[src/pkg/cam_pkg.sv]
package cam_pkg;

    // Bus widths
    localparam int ADDR_W = 16;
    localparam int DATA_W = 8;

    // Prebyte codes
    localparam logic [7:0] PREBYTE_Y = 8'h90;
    localparam logic [7:0] PREBYTE_IND = 8'h92;

    // Address range limits
    localparam logic [15:0] ZP_TOP = 16'h00ff;
    localparam logic [15:0] SHORT_IDX_TOP = 16'h01fe;
    localparam logic [15:0] ONE = 16'h0001;
    localparam logic [7:0] ZP_PAGE = 8'h00;

    // Interrupt mask levels; reset leaves interrupts masked
    localparam logic [1:0] MASK_LEVEL_SET = 2'h3;
    localparam logic [1:0] MASK_LEVEL_CLR = 2'h0;
    localparam logic [1:0] MASK_RESET = 2'h3;

    // Read sequencing phases: issue, strobe high, capture
    localparam logic [1:0] PH_ISSUE = 2'h0;
    localparam logic [1:0] PH_CAPTURE = 2'h2;

    // Addressing modes as seen after prebyte remapping
    typedef enum logic [3:0] {
        M_IMP, M_IMM, M_DIR_S, M_DIR_L, M_IDX_0, M_IDX_S, M_IDX_L,
        M_IND_S, M_IND_L, M_INDX_S, M_INDX_L, M_REL_D, M_REL_I
    } cam_mode_e;

    // Inherent operations with side effects in this block
    typedef enum logic [2:0] {
        INH_OTHER, INH_SET_MASK, INH_CLR_MASK, INH_WAIT, INH_HALT
    } cam_inh_e;

    // Forms that reach the full 64 Kbyte space
    function automatic logic is_long(input cam_mode_e m);
        return (m == M_DIR_L) || (m == M_IDX_L) || (m == M_IND_L) || (m == M_INDX_L);
    endfunction : is_long

    // Modes that read a pointer or offset from memory
    function automatic logic needs_ptr(input cam_mode_e m);
        return (m == M_IND_S) || (m == M_IND_L) || (m == M_INDX_S) ||
               (m == M_INDX_L) || (m == M_REL_I);
    endfunction : needs_ptr

    // Modes whose pointer is a word
    function automatic logic word_ptr(input cam_mode_e m);
        return (m == M_IND_L) || (m == M_INDX_L);
    endfunction : word_ptr

    // Bytes that follow the opcode
    function automatic logic [1:0] bytes_after(input cam_mode_e m);
        logic [1:0] n;
        n = 2'h1;
        if (m == M_IMP || m == M_IDX_0) begin
            n = 2'h0;
        end else if (m == M_DIR_L || m == M_IDX_L) begin
            n = 2'h2;
        end
        return n;
    endfunction : bytes_after

endpackage : cam_pkg

[src/hw/cam_prebyte_map.sv]
`timescale 1ns/1ps
module cam_prebyte_map
    import cam_pkg::*;
(
    // Decoded opcode form
    input wire cam_mode_e mode_i,
    input wire logic [7:0] prebyte_i,
    // Resulting form
    output cam_mode_e mode_o,
    output logic use_y_o
);

    // Prebytes only re-route existing forms, so one mapping covers all
    always_comb begin
        mode_o = mode_i;
        use_y_o = 1'b0;
        if (prebyte_i == PREBYTE_Y) begin
            // Y replaces X for immediate, direct, indexed and inherent
            use_y_o = 1'b1;
        end else if (prebyte_i == PREBYTE_IND) begin
            case (mode_i)
                M_DIR_S: mode_o = M_IND_S;
                M_DIR_L: mode_o = M_IND_L;
                M_IDX_S: mode_o = M_INDX_S;
                M_IDX_L: mode_o = M_INDX_L;
                M_REL_D: mode_o = M_REL_I;
                default: mode_o = mode_i;
            endcase
        end
    end

endmodule : cam_prebyte_map

[src/hw/cam_ea_adder.sv]
`timescale 1ns/1ps
module cam_ea_adder
    import cam_pkg::*;
(
    // Clock and reset
    input wire logic clock_i,
    input wire logic rst_i,
    // Operands, already extended to full width
    input wire logic load_i,
    input wire logic [15:0] base_i,
    input wire logic [15:0] add_i,
    // Registered sum
    output logic [15:0] sum_o
);

    // Full-width sum; a short index plus byte offset never folds back
    always_ff @(posedge clock_i or posedge rst_i) begin
        if (rst_i) begin
            sum_o <= 16'h0000;
        end else if (load_i) begin
            sum_o <= base_i + add_i;
        end
    end

endmodule : cam_ea_adder

[src/hw/cam_decoder.sv]
`timescale 1ns/1ps
module cam_decoder
    import cam_pkg::*;
(
    // Clock and reset
    input wire logic clock_i,
    input wire logic rst_i,
    // Instruction request
    input wire logic start_i,
    input wire cam_mode_e mode_i,
    input wire logic [7:0] prebyte_i,
    input wire logic short_only_i,
    input wire cam_inh_e inh_op_i,
    input wire logic [15:0] pc_i,
    // Index registers
    input wire logic [7:0] x_i,
    input wire logic [7:0] y_i,
    // Memory read port
    output logic mem_rd_o,
    output logic [15:0] mem_addr_o,
    input wire logic [7:0] mem_data_i,
    // Wake-up source
    input wire logic irq_i,
    // Result
    output logic done_o,
    output logic [15:0] ea_o,
    output logic [7:0] operand_o,
    output logic imm_o,
    output logic [1:0] len_o,
    output logic form_err_o,
    // Core state
    output logic [1:0] irq_mask_o,
    output logic wait_o,
    output logic osc_stop_o
);

    typedef enum logic [2:0] {
        S_IDLE, S_OP1, S_OP2, S_PTR1, S_PTR2, S_SUM, S_DONE
    } cam_state_e;

    cam_state_e state; // Sequencer state
    logic [1:0] phase; // Sub-step of a memory read
    cam_mode_e mode_q; // Mode of the current instruction
    logic [7:0] idx_q; // Index value caught at start
    logic [15:0] pc_q; // Opcode address
    logic [15:0] word; // Bytes after the opcode
    logic [15:0] ptr; // Value read through the pointer
    cam_mode_e map_mode; // Mode after prebyte
    logic map_y; // Y selected by prebyte
    logic sleep; // Wait or halt in force
    logic accept; // Request taken this cycle
    logic refuse; // Long form on a short-only class
    logic rd_state; // State that reads memory
    logic [15:0] rd_addr; // Address for the read
    logic [15:0] next_base; // Adder base
    logic [15:0] next_add; // Adder addend
    logic [15:0] sum; // Adder result
    logic [1:0] rd_cnt; // Reads in this instruction, checks only

    // Prebyte remapping of the requested form
    cam_prebyte_map u_map (
        .mode_i(mode_i),
        .prebyte_i(prebyte_i),
        .mode_o(map_mode),
        .use_y_o(map_y)
    );

    // Effective address adder, one cycle of latency
    cam_ea_adder u_add (
        .clock_i(clock_i),
        .rst_i(rst_i),
        .load_i(state == S_SUM),
        .base_i(next_base),
        .add_i(next_add),
        .sum_o(sum)
    );

    // Requests are ignored while the core sleeps
    assign sleep = wait_o | osc_stop_o;
    assign accept = (state == S_IDLE) && start_i && !sleep;
    assign refuse = short_only_i && is_long(map_mode);
    assign rd_state = (state == S_OP1) || (state == S_OP2) ||
                      (state == S_PTR1) || (state == S_PTR2);

    // Read address for each fetch step
    always_comb begin
        rd_addr = pc_q + ONE;
        case (state)
            S_OP2: rd_addr = pc_q + 16'h0002;
            // Pointer address is one byte, so pointers live in page zero
            S_PTR1: rd_addr = {ZP_PAGE, word[7:0]};
            // Word pointer low byte; the byte address wraps within page zero
            S_PTR2: rd_addr = {ZP_PAGE, word[7:0] + 8'h01};
            default: rd_addr = pc_q + ONE;
        endcase
    end

    // Operand selection for the address adder
    always_comb begin
        next_base = word;
        next_add = 16'h0000;
        case (mode_q)
            // Address of the operand byte itself
            M_IMM: next_base = pc_q + ONE;
            M_DIR_S: next_base = word;
            M_DIR_L: next_base = word;
            M_IDX_0: begin
                next_base = 16'h0000;
                next_add = {8'h00, idx_q};
            end
            M_IDX_S, M_IDX_L: begin
                next_base = word;
                next_add = {8'h00, idx_q};
            end
            M_IND_S, M_IND_L: next_base = ptr;
            M_INDX_S, M_INDX_L: begin
                next_base = ptr;
                next_add = {8'h00, idx_q};
            end
            // Offset counts from the end of the instruction
            M_REL_D: begin
                next_base = pc_q + 16'h0002;
                next_add = {{8{word[7]}}, word[7:0]};
            end
            M_REL_I: begin
                next_base = pc_q + 16'h0002;
                next_add = {{8{ptr[7]}}, ptr[7:0]};
            end
            default: next_add = 16'h0000;
        endcase
    end

    // Sequencer: fetch bytes, follow pointer, sum, report
    always_ff @(posedge clock_i or posedge rst_i) begin
        if (rst_i) begin
            state <= S_IDLE;
            phase <= PH_ISSUE;
            mode_q <= M_IMP;
            idx_q <= 8'h00;
            pc_q <= 16'h0000;
            word <= 16'h0000;
            ptr <= 16'h0000;
        end else begin
            case (state)
                S_IDLE: begin
                    if (accept && !refuse) begin
                        mode_q <= map_mode;
                        idx_q <= map_y ? y_i : x_i;
                        pc_q <= pc_i;
                        word <= 16'h0000;
                        ptr <= 16'h0000;
                        phase <= PH_ISSUE;
                        if (map_mode == M_IMP) begin
                            // Opcode alone says it all
                            state <= S_DONE;
                        end else if (map_mode == M_IDX_0) begin
                            state <= S_SUM;
                        end else begin
                            state <= S_OP1;
                        end
                    end
                end
                S_OP1: begin
                    if (phase == PH_CAPTURE) begin
                        phase <= PH_ISSUE;
                        word <= {8'h00, mem_data_i};
                        if (mode_q == M_DIR_L || mode_q == M_IDX_L) begin
                            state <= S_OP2;
                        end else if (needs_ptr(mode_q)) begin
                            state <= S_PTR1;
                        end else begin
                            state <= S_SUM;
                        end
                    end else begin
                        phase <= phase + 2'h1;
                    end
                end
                S_OP2: begin
                    if (phase == PH_CAPTURE) begin
                        // Address word comes high byte first
                        phase <= PH_ISSUE;
                        word <= {word[7:0], mem_data_i};
                        state <= S_SUM;
                    end else begin
                        phase <= phase + 2'h1;
                    end
                end
                S_PTR1: begin
                    if (phase == PH_CAPTURE) begin
                        phase <= PH_ISSUE;
                        if (word_ptr(mode_q)) begin
                            ptr <= {mem_data_i, 8'h00};
                            state <= S_PTR2;
                        end else begin
                            ptr <= {8'h00, mem_data_i};
                            state <= S_SUM;
                        end
                    end else begin
                        phase <= phase + 2'h1;
                    end
                end
                S_PTR2: begin
                    if (phase == PH_CAPTURE) begin
                        phase <= PH_ISSUE;
                        ptr <= {ptr[15:8], mem_data_i};
                        state <= S_SUM;
                    end else begin
                        phase <= phase + 2'h1;
                    end
                end
                S_SUM: state <= S_DONE;
                S_DONE: state <= S_IDLE;
                default: state <= S_IDLE;
            endcase
        end
    end

    // Memory strobe: one cycle high per byte, data back the cycle after
    always_ff @(posedge clock_i or posedge rst_i) begin
        if (rst_i) begin
            mem_rd_o <= 1'b0;
            mem_addr_o <= 16'h0000;
        end else begin
            mem_rd_o <= rd_state && (phase == PH_ISSUE);
            if (rd_state && (phase == PH_ISSUE)) begin
                mem_addr_o <= rd_addr;
            end
        end
    end

    // Result outputs: done_o pulses one cycle, the rest are held until the next instruction completes
    always_ff @(posedge clock_i or posedge rst_i) begin
        if (rst_i) begin
            done_o <= 1'b0;
            ea_o <= 16'h0000;
            operand_o <= 8'h00;
            imm_o <= 1'b0;
            len_o <= 2'h0;
        end else begin
            done_o <= (state == S_DONE);
            if (state == S_DONE) begin
                ea_o <= (mode_q == M_IMP) ? pc_q : sum;
                // Immediate byte is the value itself
                operand_o <= word[7:0];
                imm_o <= (mode_q == M_IMM);
                len_o <= bytes_after(mode_q);
            end
        end
    end

    // Refusal pulse for a long form on a short-only class
    always_ff @(posedge clock_i or posedge rst_i) begin
        if (rst_i) begin
            form_err_o <= 1'b0;
        end else begin
            form_err_o <= accept && refuse;
        end
    end

    // Interrupt mask level from the mask instructions
    always_ff @(posedge clock_i or posedge rst_i) begin
        if (rst_i) begin
            irq_mask_o <= MASK_RESET;
        end else if (accept && map_mode == M_IMP) begin
            if (inh_op_i == INH_SET_MASK) begin
                irq_mask_o <= MASK_LEVEL_SET;
            end else if (inh_op_i == INH_CLR_MASK) begin
                irq_mask_o <= MASK_LEVEL_CLR;
            end
        end
    end

    // Low-power states; an interrupt is the only way out short of reset
    always_ff @(posedge clock_i or posedge rst_i) begin
        if (rst_i) begin
            wait_o <= 1'b0;
            osc_stop_o <= 1'b0;
        end else if (irq_i) begin
            wait_o <= 1'b0;
            osc_stop_o <= 1'b0;
        end else if (accept && map_mode == M_IMP) begin
            if (inh_op_i == INH_WAIT) begin
                wait_o <= 1'b1;
            end
            if (inh_op_i == INH_HALT) begin
                osc_stop_o <= 1'b1;
            end
        end
    end

    // Read counter used only by the checks below
    always_ff @(posedge clock_i or posedge rst_i) begin
        if (rst_i) begin
            rd_cnt <= 2'h0;
        end else if (accept) begin
            rd_cnt <= 2'h0;
        end else if (mem_rd_o) begin
            rd_cnt <= rd_cnt + 2'h1;
        end
    end

    chk_inherent_no_fetch: assert property (@(posedge clock_i) disable iff (rst_i)
        done_o && mode_q == M_IMP |-> rd_cnt == 2'h0 && len_o == 2'h0)
        else $error("inherent instruction fetched operand bytes");

    chk_immediate_one_byte: assert property (@(posedge clock_i) disable iff (rst_i)
        done_o && mode_q == M_IMM |-> rd_cnt == 2'h1 && ea_o == pc_q + ONE)
        else $error("immediate did not fetch exactly one byte");

    chk_short_direct_page: assert property (@(posedge clock_i) disable iff (rst_i)
        done_o && mode_q == M_DIR_S |-> ea_o <= ZP_TOP && rd_cnt == 2'h1)
        else $error("short direct left page zero");

    chk_long_two_bytes: assert property (@(posedge clock_i) disable iff (rst_i)
        done_o && (mode_q == M_DIR_L || mode_q == M_IDX_L) |-> rd_cnt == 2'h2)
        else $error("long form did not fetch two bytes");

    chk_no_offset_index: assert property (@(posedge clock_i) disable iff (rst_i)
        done_o && mode_q == M_IDX_0 |-> ea_o == {8'h00, idx_q} && rd_cnt == 2'h0)
        else $error("no-offset indexed address wrong");

    chk_short_index_range: assert property (@(posedge clock_i) disable iff (rst_i)
        done_o && (mode_q == M_IDX_S || mode_q == M_INDX_S) |-> ea_o <= SHORT_IDX_TOP)
        else $error("short indexed result beyond 1FE");

    chk_word_pointer_reads: assert property (@(posedge clock_i) disable iff (rst_i)
        done_o && word_ptr(mode_q) |-> rd_cnt == 2'h3)
        else $error("word pointer not read as two bytes");

    chk_long_form_refused: assert property (@(posedge clock_i) disable iff (rst_i)
        accept && refuse |=> form_err_o && state == S_IDLE ##1 !done_o)
        else $error("long form accepted on short-only class");

    chk_mask_levels: assert property (@(posedge clock_i) disable iff (rst_i)
        accept && map_mode == M_IMP && inh_op_i == INH_SET_MASK
        |=> irq_mask_o == MASK_LEVEL_SET)
        else $error("set-mask did not reach level 3");

    chk_wake_on_irq: assert property (@(posedge clock_i) disable iff (rst_i)
        (wait_o || osc_stop_o) && irq_i |=> !wait_o && !osc_stop_o)
        else $error("interrupt did not end low-power state");

endmodule : cam_decoder

[config.mk]
export PLATFORM = sky130hd
export DESIGN_NAME = cam_decoder
export DESIGN_NICKNAME = d
export VERILOG_FILES = /design/src/pkg/cam_pkg.sv /design/src/hw/cam_prebyte_map.sv /design/src/hw/cam_ea_adder.sv /design/src/hw/cam_decoder.sv
export SDC_FILE = /design/constraint.sdc
export NUM_CORES = 1
export LEC_CHECK = 0
export BUFFER_PORTS_ARGS = -buffer_cell sky130_fd_sc_hd__buf_2
export CORE_MARGIN = 2
export CORE_UTILIZATION = 45
export DETAILED_ROUTE_END_ITERATION = 7
export HOLD_SLACK_MARGIN = 0.12
export PLACE_DENSITY_LB_ADDON = 0.08
export RECOVER_POWER = 100
export SYNTH_ARGS = -nofsm -noshare
export SYNTH_HDL_FRONTEND = slang
export SYNTH_SLANG_ARGS = --single-unit
export TNS_END_PERCENT = 50
[constraint.sdc]
create_clock -name clock_i -period 5.8 [get_ports clock_i]
set_clock_uncertainty 0.15 [all_clocks]
set_input_delay 1.45 -clock clock_i [delete_from_list [all_inputs] [get_ports clock_i]]
set_output_delay 1.45 -clock clock_i [all_outputs]
set_load 0.05 [all_outputs]
==> run summary, run 1 <==
First-pass GRT wire length: 37100 um
R2R Path Start: mode_q[2]
HPWL after detailed placement: 17100 um
Port buffer count: 109
CP Cell Sequence: nor4bb_1, clkbuf_1, or2_0, nor2_1, a41o_1, o21ai_0, ha_1, and2_0, a221oi_1, nor3b_1, a31oi_1, nor4_1, o31ai_2
Total grt overflow: 0
Pwr dens: 629 nW/um2
# resized after CTS: 0
Hold_ws: 0.319 ns
Worst hold path endpoint: u_add.sum_o[0]
Cell Area, Placed: 8480 um2
Sequential share of the synthesized area: 0.414
Top delay family on crit path: simple AND/OR/NAND/NOR gates
Cell Area, Synth: 7860 um2
Via Count: 7101
Post-route cell area: 9010 um2
GRT Total Usage: 0.263
Die W: 136 um
Critical path's slowest cell: dfrtp_1
Max Clk Rate: 0.212 GHz
Number of max-cap violations: 4
Ys Warns: 0
DRT Wirelength: 23600 um
Crit Path Class: reg -> reg
Slew margin rel.: -0.470
Nets: 1042
Vias in the first global route: 6616
Worst Path Arrival: 4.83 ns
Initial antenna violation count: 0
Clock buffer depth: 2
Mapped Nets: 971
CTS Buf Count: 17
# DRC: 0
Fillers: 1680
RSZ-0062 raised after global routing: no
# diodes: 0
Die Y: 136 um
Initial Util: 0.458
Depth of the most critical reg-to-reg path: 13
Layout area overhead: 14.5%
CP Max Fanout: 18
Leak pwr: 3.95 nW
Avg Inst Size Synth: 8.82 um2
Final hold vios: 0
Maximum single-stage delay on the critical path: 0.69 ns
Hold path start: u_add.sum_o[0]
Vias per cell: 5.92
Cells after Synth: 892
Gpl congestion: 0.904
Predominant post-synthesis flop cell: dfrtp_1
WL per Instance: 19.7 um
Postcts setup bufs: 0
Final Cycle Share: 0.812
Netlist cell types: 76
Max rail drop VDD: 233 uV
Internal reg-to-reg setup slack: 1.09 ns
CTS Hold Bufs: 0
EDFF count, synth: 0
Post-route setup TNS: 0 ns
Final setup viols: 0
Failing checks: capacitance limit, slew limit
Hold path cells: 2
Drt pass-1 iters: 6
Worst EP required: 5.92 ns
Row cnt: 48
Worst-path clk slew: 0.06 ns
Worst R2R End: u_add.sum_o[15]
Largest net degree at the start of global routing: 104
Die ar.: 18500 um2
Clk Latency, worst-skew pair: 0.43 ns
Initial DRC Count: 666
Total core area: 17200 um2
FF+latch count, synth: 130
Status: finished, violations left
CTS Root Cell: clkbuf_16
Worst setup EP type: register
Worst Hold Class: reg -> reg
Worst path bufs/invs: 1
Min Tclk post-route: 4.71 ns
Commonest non-fill, non-tap cell in the layout: nand2_1
Nature of the critical path startpoint: register
Most frequent cells in the layout: 147 x nand2_1, 129 x dfrtp_1, 88 x o21ai_0, 60 x nor2_1, 58 x buf_2
Clock Sinks: 130
H-tree depth: 4
Max-slew violation count: 171
DRT antenna net count: 0
Async SR Flop Fraction: 1.00
Slew @ Worst Pin: 2.21 ns
Layout cells sized above 1: 0.117
CTS tree: done
IO Pins: 110
-- metrics by stage --
step                      total power, mW   util  setup slack (ns)  cells
final                                5.67  0.524              1.09   1200
after CTS                            5.73  0.532              1.38   1200
after floorplan                      3.72      -             0.732    892
after global placement               4.50  0.494              1.52   1169
after global routing                 6.06  0.524             0.723   1200
after detailed placement             4.51  0.494              1.42   1169
-- cells by family (layout without fill, tap and decap cells) --
family                   count (synthesis)  count (layout)  share of synthesized area
AO/OA/AOI/OAI                          281             281                      0.240
XOR/XNOR                                31              31                     0.0345
adder cells (fa/ha/maj)                 19              19                     0.0312
buffers and inverters                   92             175                     0.0493
flip-flops                             130             130                      0.414
multiplexers                            35              35                     0.0457
AND/OR/NAND/NOR                        304             304                      0.185
-- worst register-to-register path: stages (launching register included) --
cell and delay [ns]:
dfrtp_1 0.69, nor4bb_1 0.35, clkbuf_1 0.35, or2_0 0.62, nor2_1 0.16, a41o_1 0.26
o21ai_0 0.19, ha_1 0.33, and2_0 0.19, a221oi_1 0.33, nor3b_1 0.30, a31oi_1 0.15
nor4_1 0.38, o31ai_2 0.10
-- Yosys cell counts (5+ instances only) --
master      n  share of area
xor2_1      7         0.0078
dfrtp_1   129           0.41
nand2_1   147          0.070
o22ai_1    10         0.0080
o21a_1      5         0.0048
buf_2      19          0.012
buf_1       7         0.0033
ha_1       18          0.029
a21oi_1    49          0.031
a222oi_1   12          0.015
xnor2_1    24          0.027
nor3b_1     7         0.0067
a22o_1     33          0.037
clkbuf_1   36          0.017
a21o_1      7         0.0067
a211oi_1    5         0.0048
nand4_1    10         0.0080
nor2_1     60          0.029
o21ai_0    85          0.054
and3_1      8         0.0064
a31oi_1     8         0.0064
inv_1      26          0.012
mux2_2      7          0.010
mux2i_1    28          0.036
a22oi_1    12          0.011
a221oi_1    9          0.010
nor3_1     13         0.0083
o31ai_1     5         0.0048
nand3_1    18          0.011
-- state kept, by name (all words and copies together) (netlist names) --
register / flops
operand_o: 8
idx_q: 8
irq_mask_o: 1
ptr: 16
mem_addr_o: 16
mode_q: 4
len_o: 2
ea_o: 16
osc_stop_o: 1
state: 3
mem_rd_o: 1
done_o: 1
word: 16
form_err_o: 1
imm_o: 1
pc_q: 16
wait_o: 1
u_add.sum_o: 16
phase: 2
-- worst max-delay path by stage --
| stage | start | to | slack [ns] | cells after the start |
|---|---|---|---|---|
| floorplan | rst_i | done_o | 0.73 | 1 |
| global placement | mode_q[0] | u_add.sum_o[15] | 1.52 | 11 |
| detailed placement | mode_q[0] | u_add.sum_o[15] | 1.42 | 11 |
| CTS | mode_q[0] | u_add.sum_o[15] | 1.38 | 11 |
| global route | mode_q[2] | u_add.sum_o[15] | 0.72 | 13 |
| finish | mode_q[2] | u_add.sum_o[15] | 1.09 | 13 |
-- layout make-up --
| class | instances | area [um2] | share of cell area |
|---|---|---|---|
| multi-input combinational | 670 | 4180 | 0.464 |
| sequential | 130 | 3250 | 0.361 |
| timing repair buffer | 118 | 538 | 0.0597 |
| clock buffer | 17 | 425 | 0.0472 |
| tap | 225 | 282 | 0.0313 |
| clock inverter | 14 | 225 | 0.0250 |
| inverter | 26 | 101 | 0.0113 |
-- layer usage --
layer	global-route usage	up-vias	part of all wire	routed length, um
li1	-	3393	-	-
met1	0.360	3377	0.44	10500
met2	0.423	289	0.47	11100
met3	0.0384	42	0.057	1340
met4	0.0943	0	0.027	642
met5	0	-	0	0
-- power by group --
group	total (mW)	internal (mW)	switching, mW
clock network	1.20	0.768	0.433
logic	2.75	0.890	1.86
registers	1.72	1.23	0.488
total	5.67	2.89	2.78
No activity file was read; power rests on OpenSTA's default activity.
==> inputs of run 2 (changes only) <==
Clock period 5.8 ns to 4.25 ns, I/O delays scaled along.
==> run 2 against run 1 <==
  * Sequential power up 30%
  * Critical path depth down 1
  * Routed wire length up 1.7%
  * Setup slack worse by 0.79 ns
  * Total power up 38%
  * Largest cell class unchanged
  * Utilization up 1.4 points
  * Non-clock buffer count up 34
  * Final area up 2.6%
  * Die area unchanged
  * Critical path type unchanged
  * Final cell count up 2.9%
  * Sequential share of layout area down 0.89 points
  * The flow still finishes with violations (capacitance limit, slew limit)
==> run summary, run 2 (synthesis results as in run 1) <==
Max-slew violation count: 86 (-50%)
Clock buffer depth: 2 (unchanged)
Pwr dens: 845 nW/um2 (+34%)
Worst-path clk slew: 0.06 ns (about the same)
# DRC: 0 (unchanged)
Leak pwr: 4.10 nW (+3.8%)
Net Sw Frac: 0.497 (+0.00647)
Number of max-cap violations: 2 (-2)
Final setup viols: 0 (unchanged)
Initial DRC Count: 639 (-4.1%)
Clock Sinks: 130 (unchanged)
Place WS: 0.165 ns (-1.26 ns)
Hold path cells: 2 (unchanged)
DRT antenna net count: 0 (unchanged)
WL per Instance: 19.4 um (-1.2%)
Total grt overflow: 0 (unchanged)
Failing checks: capacitance limit, slew limit
Row cnt: 48 (unchanged)
First-pass GRT wire length: 37500 um (+1.3%)
IO Pins: 110 (unchanged)
# diodes: 0 (unchanged)
Initial Util: 0.458 (unchanged)
Slew margin rel.: -0.111 (+0.359)
DRT Wirelength: 24000 um (+1.7%)
Worst setup EP type: register
Min Tclk post-route: 3.95 ns (-0.759 ns)
Nets: 1076 (+3.3%)
Worst Path Arrival: 4.07 ns (-0.76 ns)
Worst Hold Class: reg -> reg
Vias per cell: 5.85 (-1.2%)
Postcts setup bufs: 0 (unchanged)
# resized after CTS: 0 (unchanged)
R2R Path Start: mode_q[1]
Layout area overhead: 17.5%
Multi-input gate area: 4220 um2 (+0.93%)
Total core area: 17200 um2 (unchanged)
Crit Path Class: reg -> reg
GRT Total Usage: 0.268 (+0.00500)
Largest net degree at the start of global routing: 59 (-43%)
Clk Latency, worst-skew pair: 0.43 ns (about the same)
Drt pass-1 iters: 7 (+1)
Max rail drop VDD: 375 uV (+60%)
Max Clk Rate: 0.253 GHz (+19%)
Combinational fraction of design power: 0.527 (+0.042)
Status: finished, violations left
Die Y: 136 um (unchanged)
H-tree depth: 4 (unchanged)
CTS Hold Bufs: 0 (unchanged)
Commonest non-fill, non-tap cell in the layout: nand2_1
Reg power frac: 0.285 (-0.018)
Depth of the most critical reg-to-reg path: 12 (-1)
Final hold vios: 0 (unchanged)
Worst setup startpoint: mode_q[1]
Slew @ Worst Pin: 1.66 ns (-0.543 ns)
Min setup slack post-route: 0.298 ns (-0.791 ns)
Layout cells sized above 1: 0.159 (+0.0425)
HPWL after detailed placement: 17700 um (+3.5%)
P_int: 3.93 mW (+36%)
CTS Root Cell: clkbuf_16
Vias in the first global route: 6769 (+2.3%)
Sequential cell area: 3260 um2 (about the same)
Grt peak-use layer: met2
Via Count: 7222 (+1.7%)
Clock power share: 0.187 (-0.025)
Hold path start: u_add.sum_o[0]
RSZ-0062 raised after global routing: no
Port buffer count: 109 (unchanged)
CP Max Fanout: 15 (-3)
Fillers: 1672 (-0.48%)
CTS tree: done
Nature of the critical path startpoint: register
Worst EP required: 4.37 ns (-1.55 ns)
Post-route setup TNS: 0 ns (unchanged)
Die W: 136 um (unchanged)
GR Util met2: 0.425 (+0.00168)
NetSw: 3.88 mW (+40%)
Most frequent cells in the layout: 147 x nand2_1, 127 x dfrtp_1, 88 x o21ai_0, 60 x nor2_1, 59 x buf_2
Die ar.: 18500 um2 (unchanged)
Met3 global-route usage: 0.0574 (+0.0190)
Gpl congestion: 0.909 (+0.64%)
Final Cycle Share: 0.930 (+0.118)
CTS Buf Count: 17 (unchanged)
Core Util, Final: 0.538 (+0.0137)
Initial antenna violation count: 0 (unchanged)
Met1 Resource Use GR: 0.359 (-0.00127)
==> run 2: cell types whose count changed in the layout (fill, tap and decap cells not counted), sizes merged <==
cell      delta
clkbuf       +3
buf         +32
inv          +3
clkinvlp     +3
clkinv       -2
bufinv       -4
==> run 2: final timing paths <==
path	end	slack, ns
setup / recovery	u_add.sum_o[12]	0.30
hold / removal	u_add.sum_o[0]	0.32
setup reg to reg	u_add.sum_o[12]	0.30
hold reg to reg	u_add.sum_o[0]	0.32
max in group asynchronous	phase[1]	1.08
min in group asynchronous	ea_o[5]	0.85
==> run 2: final cells by class <==
class,count,share of cell area
inverter,26,0.0107
clock inverter,14,0.0156
clock buffer,18,0.0475
timing repair buffer,152,0.0868
multi-input combinational,670,0.457
tap,225,0.0305
sequential,130,0.352
==> run 2: metal layers <==
layer	part of all wire	wire, um
met1	0.44	10500
met2	0.47	11200
met5	0	0
met4	0.029	705
met3	0.066	1570
==> run 2: power groups by stage <==
stage               clock network, mW  registers (mW)  logic [mW]
floorplan                           0            2.48        2.59
global placement                    0            2.23        4.11
detailed placement                  0            2.24        4.13
CTS                              1.49            2.21        4.17
global route                     1.55            2.29        4.51
finish                           1.46            2.23        4.12
==> run 2: critical path, stage by stage (launching register included) <==
cell	delay (ns)
dfrtp_1	0.53
and4b_1	0.30
or2_2	0.34
a221oi_1	0.36
a21oi_1	0.13
ha_1	0.27
fa_1	0.47
a211oi_2	0.29
o211ai_1	0.18
a41oi_1	0.39
a21oi_1	0.13
xnor2_1	0.15
o21ai_0	0.08
==> run 2: stage by stage <==
| stage | instances | area, um2 | hold WS (ns) | power [mW] |
|---|---|---|---|---|
| floorplan | 892 | 7870 | 0.295 | 5.08 |
| global placement | 1203 | 8760 | 0.308 | 6.34 |
| detailed placement | 1203 | 8760 | 0.312 | 6.37 |
| CTS | 1235 | 9350 | 0.328 | 7.87 |
| global route | 1235 | 9240 | 0.355 | 8.35 |
| finish | 1235 | 9240 | 0.323 | 7.81 |
==> inputs of run 3 (changes only) <==
Settings changed: CORE_ASPECT_RATIO set to 0.7.
==> run 3 against run 2 <==
  * The flow still finishes with violations (capacitance limit, slew limit)
  * Non-clock buffer count shrank 1
  * Combinational power grew 1%
  * Final area shrank 0.14%
  * Sequential share of layout area grew 0.061 points
  * Via count grew 1.3%
  * Utilization grew 0.12 points
  * Setup slack lost 0.12 ns
  * Global-route usage grew 0.28 points
  * Critical path type unchanged
  * Highest routed layer is now met5
==> run summary, run 3 (synthesis results as in run 1) <==
Status: finished, violations left
Failing checks: capacitance limit, slew limit
Final setup viols: 0 (unchanged)
DRT antenna net count: 0 (unchanged)
Leak pwr: 4.10 nW (about the same)
Layout cells sized above 1: 0.158 (-0.00182)
Worst path bufs/invs: 0 (unchanged)
Die Y: 115 um (-16%)
First-pass GRT wire length: 38200 um (+1.8%)
Layout area overhead: 17.4%
Die ar.: 18600 um2 (about the same)
Final Cycle Share: 0.957 (+0.0276)
Hold_ws: 0.325 ns (+0.00208 ns)
CP Cell Sequence: and3_1, nand2_1, xnor2_1, a22oi_1, a31oi_1, ha_1, and2_0, a221oi_1, nor3b_1, a31oi_1, nor4_1, o31ai_2
Nature of the critical path startpoint: register
Row cnt: 40 (-17%)
DRT Wirelength: 24400 um (+1.6%)
Cell mode on critical path: a31oi_1
Max rail drop VDD: 397 uV (+6.1%)
Clock Sinks: 130 (unchanged)
RSZ-0062 raised after global routing: no
Commonest non-fill, non-tap cell in the layout: nand2_1
HPWL after detailed placement: 18000 um (+1.5%)
WL per Instance: 19.7 um (+1.2%)
IO Pins: 110 (unchanged)
Number of max-cap violations: 2 (unchanged)
Largest net degree at the start of global routing: 64 (+8.5%)
Worst setup EP type: register
Max Clk Rate: 0.246 GHz (-2.9%)
# placed instances: 1208 (+0.42%)
# DRC: 0 (unchanged)
Worst Path Arrival: 4.23 ns (+0.16 ns)
Worst Hold Class: reg -> reg
Fillers: 1688 (+0.96%)
Core Util, Final: 0.539 (+0.00116)
Drt pass-1 iters: 6 (-1)
Gpl congestion: 0.950 (+4.5%)
Final Instance Count excl. Fillers: 1240 (+0.40%)
Total core area: 17100 um2 (-0.35%)
Pwr dens: 847 nW/um2 (+0.22%)
Worst-path clk slew: 0.06 ns (about the same)
Top delay family on crit path: simple AND/OR/NAND/NOR gates
CTS Buf Count: 17 (unchanged)
Initial DRC Count: 934 (+46%)
GRT Total Usage: 0.270 (+0.00279)
CTS Hold Bufs: 0 (unchanged)
Crit Path Class: reg -> reg
Via Count: 7316 (+1.3%)
# resized after CTS: 1 (+1)
Most frequent cells in the layout: 147 x nand2_1, 126 x dfrtp_1, 88 x o21ai_0, 60 x nor2_1, 59 x buf_2
H-tree depth: 4 (unchanged)
CTS Root Cell: clkbuf_16
Initial antenna violation count: 1 (+1)
Max-slew violation count: 73 (-15%)
Slew margin rel.: -0.632 (-0.521)
CTS tree: done
Critical path's slowest cell: dfrtp_1
Nets: 1075 (-0.093%)
Min Tclk post-route: 4.07 ns (+0.117 ns)
Worst EP required: 4.41 ns (+0.04 ns)
Clk Latency, worst-skew pair: 0.43 ns (about the same)
Die W: 162 um (+19%)
Slew @ Worst Pin: 2.43 ns (+0.764 ns)
Total grt overflow: 0 (unchanged)
Clock buffer depth: 2 (unchanged)
Post-route setup TNS: 0 ns (unchanged)
Port buffer count: 109 (unchanged)
Sequential cell area: 3260 um2 (about the same)
Maximum single-stage delay on the critical path: 0.72 ns (+0.19 ns)
Final hold vios: 0 (unchanged)
Multi-input gate area: 4200 um2 (-0.47%)
# diodes: 0 (unchanged)
Vias in the first global route: 6807 (+0.56%)
Vias per cell: 5.90 (+0.89%)
Initial Util: 0.459 (+0.00161)
Postcts setup bufs: 0 (unchanged)
CP Max Fanout: 12 (-3)
==> run 3: cell types whose count changed in the layout (fill, tap and decap cells not counted), moves of 2 or more <==
cell	change
inv_6	-3
clkbuf_2	+2
inv_8	-3
clkinv_4	+5
==> run 3: worst min-delay path: cells and delay by family, from the launching register on <==
kind / cells / cell delay [ns]
flip-flops: 1 / 0.34
AO/OA/AOI/OAI: 1 / 0.06
AND/OR/NAND/NOR: 1 / 0.05
==> run 3: worst paths after layout <==
path	cells past startpoint	slack [ns]	to	startpoint
worst max-delay path	12	0.18	u_add.sum_o[15]	pc_q[3]
worst min-delay path	2	0.33	ea_o[0]	ea_o[0]
worst max register to register	12	0.18	u_add.sum_o[15]	pc_q[3]
worst min register to register	2	0.33	ea_o[0]	ea_o[0]
max in group asynchronous	3	1.33	ea_o[15]	rst_i
min in group asynchronous	2	0.63	idx_q[4]	rst_i
==> run 3: cell type report <==
| class | instances | area share |
|---|---|---|
| multi-input combinational | 670 | 0.455 |
| clock inverter | 14 | 0.0171 |
| sequential | 130 | 0.353 |
| tap | 231 | 0.0313 |
| inverter | 26 | 0.0107 |
| clock buffer | 18 | 0.0465 |
| timing repair buffer | 151 | 0.0863 |
==> run 3: per-layer routing <==
metal,part of all wire,up-vias,global-route usage
met2,0.40,329,0.377
met3,0.10,24,0.0728
met4,0.010,2,0.0637
met5,0.00053,-,0
li1,-,3460,-
met1,0.48,3501,0.414
==> run 3: where the power goes <==
group	leakage [nW]	switching, mW	internal [mW]
combinational	2.13	2.78	1.39
sequential	1.69	0.504	1.68
clock	0.277	0.590	0.870
total	4.10	3.87	3.95
==> run 3: metrics by stage <==
step	setup WS, ns	total power, mW	area [um2]
6_report	0.181	7.82	9230
5_1_grt	0.0452	8.35	9230
4_1_cts	0.198	7.87	9360
3_5_place_dp	0.0255	6.35	8770
3_3_place_gp	0.0595	6.36	8770
2_1_floorplan	0.497	5.08	7870
